`src/rtl/rtc_pkg.sv`:
```
// constants, offsets and reset values shared by the clock block
package rtc_pkg;

  // bus clock and the length of one timekeeping second
  localparam int unsigned CLK_PERIOD_NS = 10;
  localparam int unsigned SECOND_NS     = 1_000_000_000;
  localparam int unsigned TICK_CYCLES   = SECOND_NS / CLK_PERIOD_NS;

  // register indexes; byte address is four times the index
  localparam logic [7:0] IDX_CTRL       = 8'h60;
  localparam logic [7:0] IDX_SEC        = 8'h61;
  localparam logic [7:0] IDX_MIN_LOW    = 8'h62;
  localparam logic [7:0] IDX_MIN_MID    = 8'h63;
  localparam logic [7:0] IDX_MIN_HIGH   = 8'h64;
  localparam logic [7:0] IDX_ASEC       = 8'h65;
  localparam logic [7:0] IDX_AMIN_LOW   = 8'h66;
  localparam logic [7:0] IDX_AMIN_MID   = 8'h67;
  localparam logic [7:0] IDX_AMIN_HIGH  = 8'h68;
  localparam logic [7:0] IDX_SCRATCH    = 8'h69;
  localparam logic [7:0] IDX_IRQ_MASK   = 8'h6a;

  // control register fields
  localparam int unsigned CTRL_MODE_LSB = 3;
  localparam int unsigned CTRL_OSC_BIT  = 2;
  localparam int unsigned CTRL_AWAKE    = 1;
  localparam int unsigned CTRL_PWAKE    = 0;

  // interrupt mask fields
  localparam int unsigned MASK_ALARM    = 0;
  localparam int unsigned MASK_PER      = 1;

  // reset values
  localparam logic [4:0]  CTRL_RST      = 5'h00;
  localparam logic [7:0]  SEC_RST       = 8'h00;
  localparam logic [23:0] MIN_RST       = 24'h00_0000;
  localparam logic [7:0]  ASEC_RST      = 8'h3f;
  localparam logic [7:0]  AMIN_BYTE_RST = 8'hff;
  localparam logic [23:0] AMIN_RST      = 24'hff_ffff;
  localparam logic [7:0]  SCRATCH_RST   = 8'h00;
  localparam logic [1:0]  MASK_RST      = 2'h3;

  // timekeeping figures
  localparam logic [7:0]  SEC_LAST      = 8'h3b;
  localparam logic [2:0]  MIN8_ZERO     = 3'h0;

  // periodic interval codes, in documented order
  typedef enum logic [1:0] {
    PER_SECOND,
    PER_MINUTE,
    PER_TWO_MIN,
    PER_EIGHT_MIN
  } period_mode_e;

endpackage

```
`src/rtl/sec_tick_gen.sv`:
```
// one-second tick prescaler running while the oscillator is on
`timescale 1ns/1ps
`default_nettype none
module sec_tick_gen #(
  parameter int unsigned CYCLES = rtc_pkg::TICK_CYCLES
) (
  // clock and reset
  input  wire logic clk_sys,
  input  wire logic rst_n,
  // control and tick
  input  wire logic enable,
  output var  logic tick
);

  // refuse a count the counter cannot serve
  if (CYCLES < 2) begin : g_bad_cycles
    $error("sec_tick_gen: CYCLES must be at least 2");
  end

  localparam int unsigned CW = $clog2(CYCLES);
  localparam logic [CW-1:0] LAST = CW'(CYCLES - 1);

  logic [CW-1:0] count_reg; // cycles into the current second

  // count while enabled; stopping restarts the second from zero
  always_ff @(posedge clk_sys or negedge rst_n) begin
    if (!rst_n) begin
      count_reg <= '0;
    end else if (!enable) begin
      count_reg <= '0;
    end else if (count_reg == LAST) begin
      count_reg <= '0;
    end else begin
      count_reg <= count_reg + 1'b1;
    end
  end

  // tick is a one-cycle pulse at the end of each second
  always_ff @(posedge clk_sys or negedge rst_n) begin
    if (!rst_n) begin
      tick <= 1'b0;
    end else begin
      tick <= enable && (count_reg == LAST);
    end
  end

endmodule // sec_tick_gen
`default_nettype wire

```
`src/rtl/rtc_alarm_periodic_wake.sv`:
```
// real-time clock with alarm, periodic event and wake requests
`timescale 1ns/1ps
`default_nettype none
module rtc_alarm_periodic_wake #(
  parameter int unsigned TICK_CYCLES = rtc_pkg::TICK_CYCLES
) (
  // clock and reset
  input  wire logic        clk_sys,
  input  wire logic        rst_n,
  // avalon-mm slave
  input  wire logic [9:0]  avs_address,
  input  wire logic        avs_read,
  input  wire logic        avs_write,
  input  wire logic [31:0] avs_writedata,
  input  wire logic [3:0]  avs_byteenable,
  output var  logic [31:0] avs_readdata,
  output var  logic        avs_waitrequest,
  // oscillator and events
  output var  logic        osc_enable,
  output var  logic        alarm_event,
  output var  logic        periodic_event,
  output var  logic        wake_request,
  output var  logic        rtc_irq
);

  // refuse a prescale the tick generator cannot serve
  if (TICK_CYCLES < 2) begin : g_bad_tick
    $error("rtc: TICK_CYCLES must be at least 2");
  end

  // ---- register state ----
  logic [4:0]  ctrl_reg;      // interval, osc, wake enables
  logic [7:0]  sec_reg;       // running seconds
  logic [23:0] min_reg;       // running minutes
  logic [7:0]  asec_reg;      // alarm seconds shadow
  logic [7:0]  amin_low_reg;  // alarm minute low shadow
  logic [7:0]  amin_mid_reg;  // alarm minute mid shadow
  logic [7:0]  amin_high_reg; // alarm minute high shadow
  logic [7:0]  act_sec_reg;   // active alarm seconds
  logic [23:0] act_min_reg;   // active alarm minutes
  logic [7:0]  scratch_reg;   // spare byte
  logic [1:0]  mask_reg;      // event masks, one blocks
  logic        match_reg;     // previous cycle compare result

  // ---- bus decode ----
  logic        acc_fire;  // request taken this edge
  logic        wr_fire;   // write lands on lane 0 this edge
  logic [7:0]  wdata;     // write byte
  logic [7:0]  widx;      // register index of the access
  logic        aligned;   // address is word aligned
  logic [7:0]  rd_byte;   // read mux output
  logic        rd_hit;    // read address is mapped

  // ---- timekeeping ----
  logic        tick;      // one-second pulse
  logic        time_wr;   // software writes a time byte
  logic        tick_eff;  // tick that really advances time
  logic        sec_wrap;  // seconds roll over this tick
  logic [23:0] min_inc;   // minutes plus one
  logic        per_next;  // periodic event next cycle
  logic        alarm_next;// alarm event next cycle
  logic        match_now; // count equals active alarm
  rtc_pkg::period_mode_e mode; // selected interval

  assign widx    = avs_address[9:2];
  assign aligned = (avs_address[1:0] == 2'b00);
  assign wdata   = avs_writedata[7:0];

  // an access is answered on the second edge of its request
  assign acc_fire = (avs_read || avs_write) && !avs_waitrequest;
  // only lane 0 carries data; other lanes are ignored
  assign wr_fire  = acc_fire && avs_write && avs_byteenable[0]
                    && aligned;

  // waitrequest stands high when idle and drops for one cycle
  // a cycle after the request rises, so every access takes two
  always_ff @(posedge clk_sys or negedge rst_n) begin
    if (!rst_n) begin
      avs_waitrequest <= 1'b1;
    end else if (avs_waitrequest) begin
      avs_waitrequest <= !(avs_read || avs_write);
    end else begin
      avs_waitrequest <= 1'b1;
    end
  end

  // read data is loaded as waitrequest drops and holds until the next read
  always_ff @(posedge clk_sys or negedge rst_n) begin
    if (!rst_n) begin
      avs_readdata <= 32'h0000_0000;
    end else if (avs_read && avs_waitrequest) begin
      avs_readdata <= {24'h00_0000, rd_byte};
    end
  end

  // read mux; unmapped or unaligned addresses read zero
  always_comb begin
    rd_byte = 8'h00;
    rd_hit  = aligned;
    if (widx == rtc_pkg::IDX_CTRL) begin
      rd_byte = {3'b000, ctrl_reg};
    end else if (widx == rtc_pkg::IDX_SEC) begin
      rd_byte = sec_reg;
    end else if (widx == rtc_pkg::IDX_MIN_LOW) begin
      rd_byte = min_reg[7:0];
    end else if (widx == rtc_pkg::IDX_MIN_MID) begin
      rd_byte = min_reg[15:8];
    end else if (widx == rtc_pkg::IDX_MIN_HIGH) begin
      rd_byte = min_reg[23:16];
    end else if (widx == rtc_pkg::IDX_ASEC) begin
      rd_byte = asec_reg;
    end else if (widx == rtc_pkg::IDX_AMIN_LOW) begin
      rd_byte = amin_low_reg;
    end else if (widx == rtc_pkg::IDX_AMIN_MID) begin
      rd_byte = amin_mid_reg;
    end else if (widx == rtc_pkg::IDX_AMIN_HIGH) begin
      rd_byte = amin_high_reg;
    end else if (widx == rtc_pkg::IDX_SCRATCH) begin
      rd_byte = scratch_reg;
    end else if (widx == rtc_pkg::IDX_IRQ_MASK) begin
      rd_byte = {6'h00, mask_reg};
    end else begin
      rd_hit = 1'b0;
    end
    if (!rd_hit) begin
      rd_byte = 8'h00;
    end
  end

  // control register: interval, oscillator, wake enables
  always_ff @(posedge clk_sys or negedge rst_n) begin
    if (!rst_n) begin
      ctrl_reg <= rtc_pkg::CTRL_RST;
    end else if (wr_fire && widx == rtc_pkg::IDX_CTRL) begin
      ctrl_reg <= wdata[4:0];
    end
  end

  // interrupt masks, both blocked out of reset
  always_ff @(posedge clk_sys or negedge rst_n) begin
    if (!rst_n) begin
      mask_reg <= rtc_pkg::MASK_RST;
    end else if (wr_fire && widx == rtc_pkg::IDX_IRQ_MASK) begin
      mask_reg <= wdata[1:0];
    end
  end

  // scratch byte; touches nothing else
  always_ff @(posedge clk_sys or negedge rst_n) begin
    if (!rst_n) begin
      scratch_reg <= rtc_pkg::SCRATCH_RST;
    end else if (wr_fire && widx == rtc_pkg::IDX_SCRATCH) begin
      scratch_reg <= wdata;
    end
  end

  // oscillator enable pin follows its control bit
  always_ff @(posedge clk_sys or negedge rst_n) begin
    if (!rst_n) begin
      osc_enable <= 1'b0;
    end else begin
      osc_enable <= ctrl_reg[rtc_pkg::CTRL_OSC_BIT];
    end
  end

  // seconds prescaler; stopped while the oscillator is off
  sec_tick_gen #(
    .CYCLES (TICK_CYCLES)
  ) u_tick (
    .clk_sys (clk_sys),
    .rst_n   (rst_n),
    .enable  (ctrl_reg[rtc_pkg::CTRL_OSC_BIT]),
    .tick    (tick)
  );

  // a software write to the time wins; that tick is dropped
  // rather than corrupting the freshly written value
  assign time_wr = wr_fire && (widx == rtc_pkg::IDX_SEC
                   || widx == rtc_pkg::IDX_MIN_LOW
                   || widx == rtc_pkg::IDX_MIN_MID
                   || widx == rtc_pkg::IDX_MIN_HIGH);
  assign tick_eff = tick && !time_wr;

  // wrap at 59; a value written above 59 also wraps next tick
  assign sec_wrap = (sec_reg >= rtc_pkg::SEC_LAST);
  assign min_inc  = min_reg + 24'h00_0001;

  // seconds counter
  always_ff @(posedge clk_sys or negedge rst_n) begin
    if (!rst_n) begin
      sec_reg <= rtc_pkg::SEC_RST;
    end else if (wr_fire && widx == rtc_pkg::IDX_SEC) begin
      sec_reg <= wdata;
    end else if (tick_eff) begin
      if (sec_wrap) begin
        sec_reg <= rtc_pkg::SEC_RST;
      end else begin
        sec_reg <= sec_reg + 8'h01;
      end
    end
  end

  // minute counter, three byte lanes written separately
  always_ff @(posedge clk_sys or negedge rst_n) begin
    if (!rst_n) begin
      min_reg <= rtc_pkg::MIN_RST;
    end else if (wr_fire && widx == rtc_pkg::IDX_MIN_LOW) begin
      min_reg[7:0] <= wdata;
    end else if (wr_fire && widx == rtc_pkg::IDX_MIN_MID) begin
      min_reg[15:8] <= wdata;
    end else if (wr_fire && widx == rtc_pkg::IDX_MIN_HIGH) begin
      min_reg[23:16] <= wdata;
    end else if (tick_eff && sec_wrap) begin
      min_reg <= min_inc;
    end
  end

  // alarm shadow bytes; readable, not yet compared
  always_ff @(posedge clk_sys or negedge rst_n) begin
    if (!rst_n) begin
      asec_reg      <= rtc_pkg::ASEC_RST;
      amin_low_reg  <= rtc_pkg::AMIN_BYTE_RST;
      amin_mid_reg  <= rtc_pkg::AMIN_BYTE_RST;
      amin_high_reg <= rtc_pkg::AMIN_BYTE_RST;
    end else if (wr_fire) begin
      if (widx == rtc_pkg::IDX_ASEC) begin
        asec_reg <= wdata;
      end else if (widx == rtc_pkg::IDX_AMIN_LOW) begin
        amin_low_reg <= wdata;
      end else if (widx == rtc_pkg::IDX_AMIN_MID) begin
        amin_mid_reg <= wdata;
      end else if (widx == rtc_pkg::IDX_AMIN_HIGH) begin
        amin_high_reg <= wdata;
      end
    end
  end

  // the active alarm moves as one word on the top byte write,
  // so the compare never sees a half-updated alarm
  always_ff @(posedge clk_sys or negedge rst_n) begin
    if (!rst_n) begin
      act_sec_reg <= rtc_pkg::ASEC_RST;
      act_min_reg <= rtc_pkg::AMIN_RST;
    end else if (wr_fire && widx == rtc_pkg::IDX_AMIN_HIGH) begin
      act_sec_reg <= asec_reg;
      act_min_reg <= {wdata, amin_mid_reg, amin_low_reg};
    end
  end

  // compare running time with the active alarm
  assign match_now = (sec_reg == act_sec_reg)
                     && (min_reg == act_min_reg);

  always_ff @(posedge clk_sys or negedge rst_n) begin
    if (!rst_n) begin
      match_reg <= 1'b0;
    end else begin
      match_reg <= match_now;
    end
  end

  // alarm fires once, in the first cycle of a match, only while
  // the oscillator runs; a stopped clock raises no alarm
  assign alarm_next = ctrl_reg[rtc_pkg::CTRL_OSC_BIT]
                      && match_now && !match_reg;

  // periodic interval selection
  assign mode = rtc_pkg::period_mode_e'(
                ctrl_reg[rtc_pkg::CTRL_MODE_LSB +: 2]);

  always_comb begin
    per_next = 1'b0;
    case (mode)
      rtc_pkg::PER_SECOND: begin
        per_next = tick_eff;
      end
      rtc_pkg::PER_MINUTE: begin
        per_next = tick_eff && sec_wrap;
      end
      rtc_pkg::PER_TWO_MIN: begin
        per_next = tick_eff && sec_wrap
                   && !min_inc[0];
      end
      rtc_pkg::PER_EIGHT_MIN: begin
        per_next = tick_eff && sec_wrap
                   && (min_inc[2:0] == rtc_pkg::MIN8_ZERO);
      end
      default: begin
        per_next = 1'b0;
      end
    endcase
  end

  // event pulses, one cycle each
  always_ff @(posedge clk_sys or negedge rst_n) begin
    if (!rst_n) begin
      alarm_event    <= 1'b0;
      periodic_event <= 1'b0;
    end else begin
      alarm_event    <= alarm_next;
      periodic_event <= per_next;
    end
  end

  // wake from power-off, each source behind its own enable
  always_ff @(posedge clk_sys or negedge rst_n) begin
    if (!rst_n) begin
      wake_request <= 1'b0;
    end else begin
      wake_request <=
        (alarm_next && ctrl_reg[rtc_pkg::CTRL_AWAKE])
        || (per_next && ctrl_reg[rtc_pkg::CTRL_PWAKE]);
    end
  end

  // interrupt pulse; a set mask bit blocks its event
  always_ff @(posedge clk_sys or negedge rst_n) begin
    if (!rst_n) begin
      rtc_irq <= 1'b0;
    end else begin
      rtc_irq <=
        (alarm_next && !mask_reg[rtc_pkg::MASK_ALARM])
        || (per_next && !mask_reg[rtc_pkg::MASK_PER]);
    end
  end

endmodule // rtc_alarm_periodic_wake
`default_nettype wire

```
`config.mk`:
```
export PLATFORM = sky130hd
export DESIGN_NAME = rtc_alarm_periodic_wake
export DESIGN_NICKNAME = d
export VERILOG_FILES = /design/src/rtl/rtc_pkg.sv /design/src/rtl/sec_tick_gen.sv /design/src/rtl/rtc_alarm_periodic_wake.sv
export SDC_FILE = /design/constraint.sdc
export NUM_CORES = 1
export LEC_CHECK = 0
export BUFFER_PORTS_ARGS = -buffer_cell sky130_fd_sc_hd__buf_2
export CAP_MARGIN = 20
export CORE_ASPECT_RATIO = 1.1
export CORE_UTILIZATION = 50
export DETAILED_ROUTE_END_ITERATION = 8
export PLACE_DENSITY_LB_ADDON = 0.12
export SLEW_MARGIN = 20
export SYNTH_ARGS = -nofsm -noshare
export SYNTH_HDL_FRONTEND = slang
export SYNTH_HIERARCHICAL = 1
export SYNTH_SLANG_ARGS = --single-unit
```
`constraint.sdc`:
```
create_clock -name clk_sys -period 2.2 [get_ports clk_sys]
set_input_delay 0.44 -clock clk_sys [delete_from_list [all_inputs] [get_ports clk_sys]]
set_output_delay 0.44 -clock clk_sys [all_outputs]
set_load 0.01 [all_outputs]
```
==> impl_metrics.env, run 1 <==
export IMPL_yosysSeqAreaShare=0.460
export IMPL_ir_worst_vdd_mv=0.565
export IMPL_syn_area_um2=8540
export IMPL_clk_path_buf_depth=2
export IMPL_initial_core_util=0.516
export IMPL_layout_commonest_cell="nand2_1"
export IMPL_gr_total_overflow=0
export IMPL_path_clk_slew_ns=0.07
export IMPL_leakage_nw=4.47
export IMPL_max_freq_ghz=0.465
export IMPL_clock_sinks=154
export IMPL_timing_critical_path_cells="xor2_1, nor4_1, nand4_1, nor4b_2, buf_4, a22o_1"
export IMPL_dieArea_um2=17600
export IMPL_synthArstFlopShare=1.00
export IMPL_rrSetupSlack_ns=0.05
export IMPL_h_tree_depth=4
export IMPL_critPathMaxFanout=4
export IMPL_clock_latency_ns=0.43
export IMPL_syn2layout_area_growth_pct=15.6
export IMPL_slowest_delay_ns=0.46
export IMPL_hold_class="input port to register"
export IMPL_worst_setup_path_type="register to register"
export IMPL_wl_mm=24.3
export IMPL_relSlewSlack=0.639
export IMPL_synth_cells=894
export IMPL_instances_no_fill=1189
export IMPL_yosys_most_used_dff="dfrtp_1"
export IMPL_place_area_um2=9280
export IMPL_final_cell_area_um2=9870
export IMPL_num_fill_cells=1421
export IMPL_layout_common_cells="179 x nand2_1, 91 x dfrtp_1, 66 x buf_4"
export IMPL_setup_viol=0
export IMPL_cts_root_buf="clkbuf_16"
export IMPL_skew_ns=0.00888
export IMPL_cts_tree="yes"
export IMPL_hpwlAfterDp_mm=18.1
export IMPL_antenna_found_initial=1
export IMPL_io_buffers=36
export IMPL_hold_viol=0
export IMPL_grt_max_degree=51
export IMPL_fin_nets=1025
export IMPL_worst_pin_slew_ns=0.542
export IMPL_max_cap_violations=0
export IMPL_power_total_mw=6.11
export IMPL_drive_gt1_frac=0.284
export IMPL_via_per_inst=5.78
export IMPL_worstSetupEndpointType="register"
export IMPL_slew_violations=0
export IMPL_period_minus_slack_ns=2.15
export IMPL_dp_cells=1155
export IMPL_synth_edf_count=0
export IMPL_die_h_um=139
export IMPL_status="finished clean"
export IMPL_gp_congestion=0.945
export IMPL_fin_crit_sh=0.977
export IMPL_largest_reg_flops=27
export IMPL_dr_first_iter_drc_count=452
export IMPL_cts_setup_buffers=0
export IMPL_die_w_um=127
export IMPL_grt_util_all_layers=0.294
export IMPL_drc=0
export IMPL_grt_pass1_vias=6865
export IMPL_startpoint_type="register"
export IMPL_vias=6876
export IMPL_numCtsBuffers=17
export IMPL_wl_per_cell_um=20.4
export IMPL_synth_cell_types=84
export IMPL_ys_seq_elements=154
export IMPL_p_per_area_nw_per_um2=619
export IMPL_critical_path_required_ns=2.57
export IMPL_syn_avg_cell_area_um2=9.55
export IMPL_row_count=49
export IMPL_grt_pass1_wl_mm=38.8
export IMPL_yosys_warnings=6
export IMPL_first_pass_iters=5
export IMPL_critPathSlowestCell="dfrtp_1"
export IMPL_ant_nets=0
export IMPL_coreArea_um2=16600
export IMPL_crit_arrival_ns=2.52
export IMPL_grt_setup_unrepaired="no"
export IMPL_io_pins=88
layout make-up:
class                   instances  area, um2  area share
flip-flops and latches        154       3930       0.398
diodes                          1       2.50    0.000254
repair buffers                110        832      0.0843
multi-input cells             669       4200       0.425
clock buffers                  17        425      0.0431
well taps                     204        255      0.0259
clock inverters                15        154      0.0156
inverters                      19       71.3     0.00723
layer usage:
metal	wire length [um]	global-route usage	vias to the layer above
li1	-	-	3235
met1	10500	0.388	3355
met2	11600	0.473	232
met3	1260	0.0475	54
met4	913	0.140	0
met5	0	0	-
metrics by stage:
stage               setup WS [ns]   util  setup TNS, ns  hold WS, ns
floorplan                  0.0658      -              0        0.144
global placement          0.00588  0.560              0        0.433
detailed placement        -0.0560  0.560         -0.293        0.437
CTS                        0.0532  0.596              0        0.166
global route               0.0296  0.596              0        0.194
finish                     0.0508  0.596              0        0.175
Yosys cell counts (8+ instances only):
| cell | instances | share of area |
|---|---|---|
| nand2_1 | 179 | 0.079 |
| dfrtp_1 | 91 | 0.27 |
| dfstp_2 | 63 | 0.19 |
| xor2_1 | 45 | 0.046 |
| nor2_1 | 43 | 0.019 |
| a21oi_1 | 38 | 0.022 |
| mux2_2 | 33 | 0.044 |
| o21ai_0 | 29 | 0.017 |
| buf_2 | 28 | 0.016 |
| buf_4 | 25 | 0.022 |
| o21ai_1 | 25 | 0.015 |
| mux2i_1 | 21 | 0.025 |
| xnor2_1 | 21 | 0.022 |
| nand3_1 | 19 | 0.011 |
| clkbuf_1 | 18 | 0.0079 |
| inv_1 | 18 | 0.0079 |
| nor4_1 | 16 | 0.012 |
| nand4_1 | 14 | 0.010 |
| o22ai_1 | 9 | 0.0066 |
| or4_1 | 9 | 0.0079 |
| mux2_1 | 8 | 0.011 |
cell families (layout without fill, tap and decap cells):
group | Yosys count | count (layout) | synth area share
mux | 62 | 62 | 0.0787
flops | 154 | 154 | 0.460
simple gates | 360 | 360 | 0.216
compound gates | 153 | 153 | 0.112
xor+xnor | 66 | 66 | 0.0677
other cells | 1 | 25 | 0.000439
buf+inv | 94 | 161 | 0.0590
fa+ha+maj | 4 | 4 | 0.00586
worst max-delay path: cells and delay by family, from the launching register on:
family | cells | cell delay [ns]
AO/OA/AOI/OAI | 1 | 0.11
flip-flops | 1 | 0.46
AND/OR/NAND/NOR | 3 | 1.12
buffers and inverters | 1 | 0.19
XOR/XNOR | 1 | 0.20
worst paths after layout:
kind | start | end | cells after the start
setup / recovery | min_reg[22] | rtc_irq | 6
hold / removal | avs_read | avs_waitrequest | 2
setup reg to reg | min_reg[22] | rtc_irq | 6
hold reg to reg | amin_high_reg[0] | amin_high_reg[0] | 2
max in group asynchronous | rst_n | asec_reg[2] | 3
min in group asynchronous | rst_n | min_reg[9] | 2
power by group:
part / switching [mW] / total [mW] / internal, mW
logic: 0.236 / 0.343 / 0.107
clock network: 1.31 / 2.91 / 1.60
registers: 0.0108 / 2.86 / 2.85
total: 1.56 / 6.11 / 4.56
repair_timing:
action                                  CTS  global route
endpoints found under the setup margin    0             6
hold endpoints to repair                 15             0
hold buffers                              1             0
resized for setup                         0             1
Power figures use the tool's default switching activity.
==> run 2: changes to the inputs <==
--- a/config.mk
+++ b/config.mk
@@ -7,8 +7,10 @@
 export LEC_CHECK = 0
 export BUFFER_PORTS_ARGS = -buffer_cell sky130_fd_sc_hd__buf_2
 export CAP_MARGIN = 20
+export CELL_PAD_IN_SITES_DETAIL_PLACEMENT = 1
+export CELL_PAD_IN_SITES_GLOBAL_PLACEMENT = 1
 export CORE_ASPECT_RATIO = 1.1
-export CORE_UTILIZATION = 50
+export CORE_UTILIZATION = 42
 export DETAILED_ROUTE_END_ITERATION = 8
 export PLACE_DENSITY_LB_ADDON = 0.12
 export SLEW_MARGIN = 20
==> impl_metrics.env, run 2 (synthesized netlist as in run 1, its figures left out) <==
export IMPL_relSlewSlack=0.638
export IMPL_crit_arrival_ns=2.40
export IMPL_place_area_um2=9440
export IMPL_startpoint_type="register"
export IMPL_worst_r2r_path_depth=7
export IMPL_skew_ns=0.00928
export IMPL_rrSetupSlack_ns=0.12
export IMPL_layout_common_cells="179 x nand2_1, 90 x dfrtp_1, 80 x buf_4"
export IMPL_grt_max_degree=46
export IMPL_diodes=0
export IMPL_clock_latency_ns=0.44
export IMPL_grt_pass1_vias=7540
export IMPL_rr_startpoint="sec_reg[4]"
export IMPL_path_clk_slew_ns=0.07
export IMPL_ir_worst_vdd_mv=0.540
export IMPL_hold_viol=0
export IMPL_wl_per_cell_um=22.0
export IMPL_leakage_nw=4.55
export IMPL_r2r_end="min_reg[17]"
export IMPL_worst_pin_slew_ns=0.538
export IMPL_p_per_area_nw_per_um2=629
export IMPL_gp_congestion=0.891
export IMPL_instances_no_fill=1250
export IMPL_min_to="avs_waitrequest"
export IMPL_num_fill_cells=2296
export IMPL_row_count=54
export IMPL_h_tree_depth=4
export IMPL_period_minus_slack_ns=2.08
export IMPL_max_cap_violations=0
export IMPL_hpwlAfterDp_mm=20.6
export IMPL_antenna_found_initial=0
export IMPL_clk_path_buf_depth=2
export IMPL_syn2layout_area_growth_pct=18.1
export IMPL_worst_setup_path_type="register to register"
export IMPL_dieArea_um2=20900
export IMPL_coreArea_um2=19900
export IMPL_slew_violations=0
export IMPL_critPathSlowestCell="dfrtp_1"
export IMPL_layout_commonest_cell="nand2_1"
export IMPL_grt_pass1_wl_mm=42.9
export IMPL_grt_util_all_layers=0.278
export IMPL_gr_total_overflow=0
export IMPL_drive_gt1_frac=0.298
export IMPL_cts_tree="yes"
export IMPL_clock_sinks=154
export IMPL_numCtsBuffers=17
export IMPL_worstHoldPathCells=2
export IMPL_cts_setup_buffers=0
export IMPL_slowest_delay_ns=0.56
export IMPL_die_w_um=138
export IMPL_status="finished clean"
export IMPL_io_pins=88
export IMPL_first_pass_iters=5
export IMPL_multi_input_area_um2=4220
export IMPL_setup_viol=0
export IMPL_cp_num_buf_inv=1
export IMPL_dr_first_iter_drc_count=349
export IMPL_final_cell_area_um2=10100
export IMPL_fin_nets=1039
export IMPL_worstSetupEndpointType="register"
export IMPL_dp_cells=1217
export IMPL_initial_core_util=0.430
export IMPL_crit_family="flip-flops"
export IMPL_fin_crit_sh=0.946
export IMPL_grt_setup_unrepaired="no"
export IMPL_timing_critical_path_cells="o2111ai_1, nand2_2, o211ai_4, buf_4, nor4_2, xnor2_1, a21oi_1"
export IMPL_cts_root_buf="clkbuf_16"
export IMPL_max_freq_ghz=0.481
export IMPL_drc=0
export IMPL_hold_class="input port to register"
export IMPL_via_per_inst=5.63
export IMPL_io_buffers=36
export IMPL_critical_path_required_ns=2.51
export IMPL_critPathMaxFanout=6
export IMPL_die_h_um=152
export IMPL_wl_mm=27.5
export IMPL_hp_start="avs_write"
export IMPL_ff_latch_area_um2=3930
export IMPL_largest_reg_flops=27
export IMPL_ant_nets=0
export IMPL_vias=7034
-- run 2: cell count changes in the layout (fill, tap and decap cells not counted), sizes merged --
cell,previous run,this run
buf,109,123
bufinv,1,3
clkinv,2,6
clkinvlp,5,1
diode,1,0
inv,26,24
-- run 2: repair_timing --
action                                 CTS  global route
setup endpoints to repair                1            14
resized for setup                        1             5
pin swaps                                0             2
hold buffers                             1             0
endpoints found under the hold margin   15             0
-- run 2: layer usage --
metal | global-route usage | vias to the layer above | wire [um]
met3 | 0.0359 | 59 | 802
met2 | 0.478 | 139 | 13700
met4 | 0.132 | 0 | 1070
met5 | 0 | - | 0
met1 | 0.344 | 3594 | 11900
li1 | - | 3242 | -
-- run 2: worst max-delay path by stage --
stage | cells after the start | to | startpoint | slack [ns]
after floorplan | 6 | u_tick/count_reg[20] | u_tick/count_reg[0] | 0.07
after global placement | 8 | avs_readdata[6] | avs_address[3] | 0.04
after detailed placement | 7 | min_reg[16] | avs_address[2] | -0.0002
after CTS | 5 | u_tick/count_reg[26] | u_tick/count_reg[1] | 0.04
after global routing | 7 | min_reg[17] | sec_reg[4] | 0.002
final | 7 | min_reg[17] | sec_reg[4] | 0.12
-- run 2: power breakdown --
part           internal (mW)  switching (mW)  total (mW)  leakage [nW]
clock                   1.81            1.30        3.11         0.302
combinational          0.115           0.250       0.365          2.34
sequential              2.85          0.0112        2.86          1.91
total                   4.78            1.56        6.34          4.55
-- run 2: through the flow --
step | TNS (ns) | setup slack [ns] | hold WS [ns] | power (mW) | utilization
after detailed placement | -0.000187 | -0.000187 | 0.409 | 3.27 | 0.475
final | 0 | 0.119 | 0.175 | 6.34 | 0.508
after floorplan | 0 | 0.0658 | 0.144 | 3.11 | -
after global routing | 0 | 0.00226 | 0.181 | 6.54 | 0.508
after global placement | 0 | 0.0404 | 0.402 | 3.26 | 0.475
after CTS | 0 | 0.0436 | 0.163 | 6.41 | 0.507
-- run 2: final cells by class --
type	count	share of cell area
inverter	19	0.00707
timing repair buffer	124	0.0929
clock inverter	15	0.0186
clock buffer	17	0.0422
sequential	154	0.390
multi-input combinational	669	0.418
tap	252	0.0313
-- run 2: worst register-to-register path, stage by stage, from the launching register on --
cell and delay, ns:
dfrtp_1 0.56, o2111ai_1 0.27, nand2_2 0.22, o211ai_4 0.16, buf_4 0.20, nor4_2 0.33, xnor2_1 0.16, a21oi_1 0.08
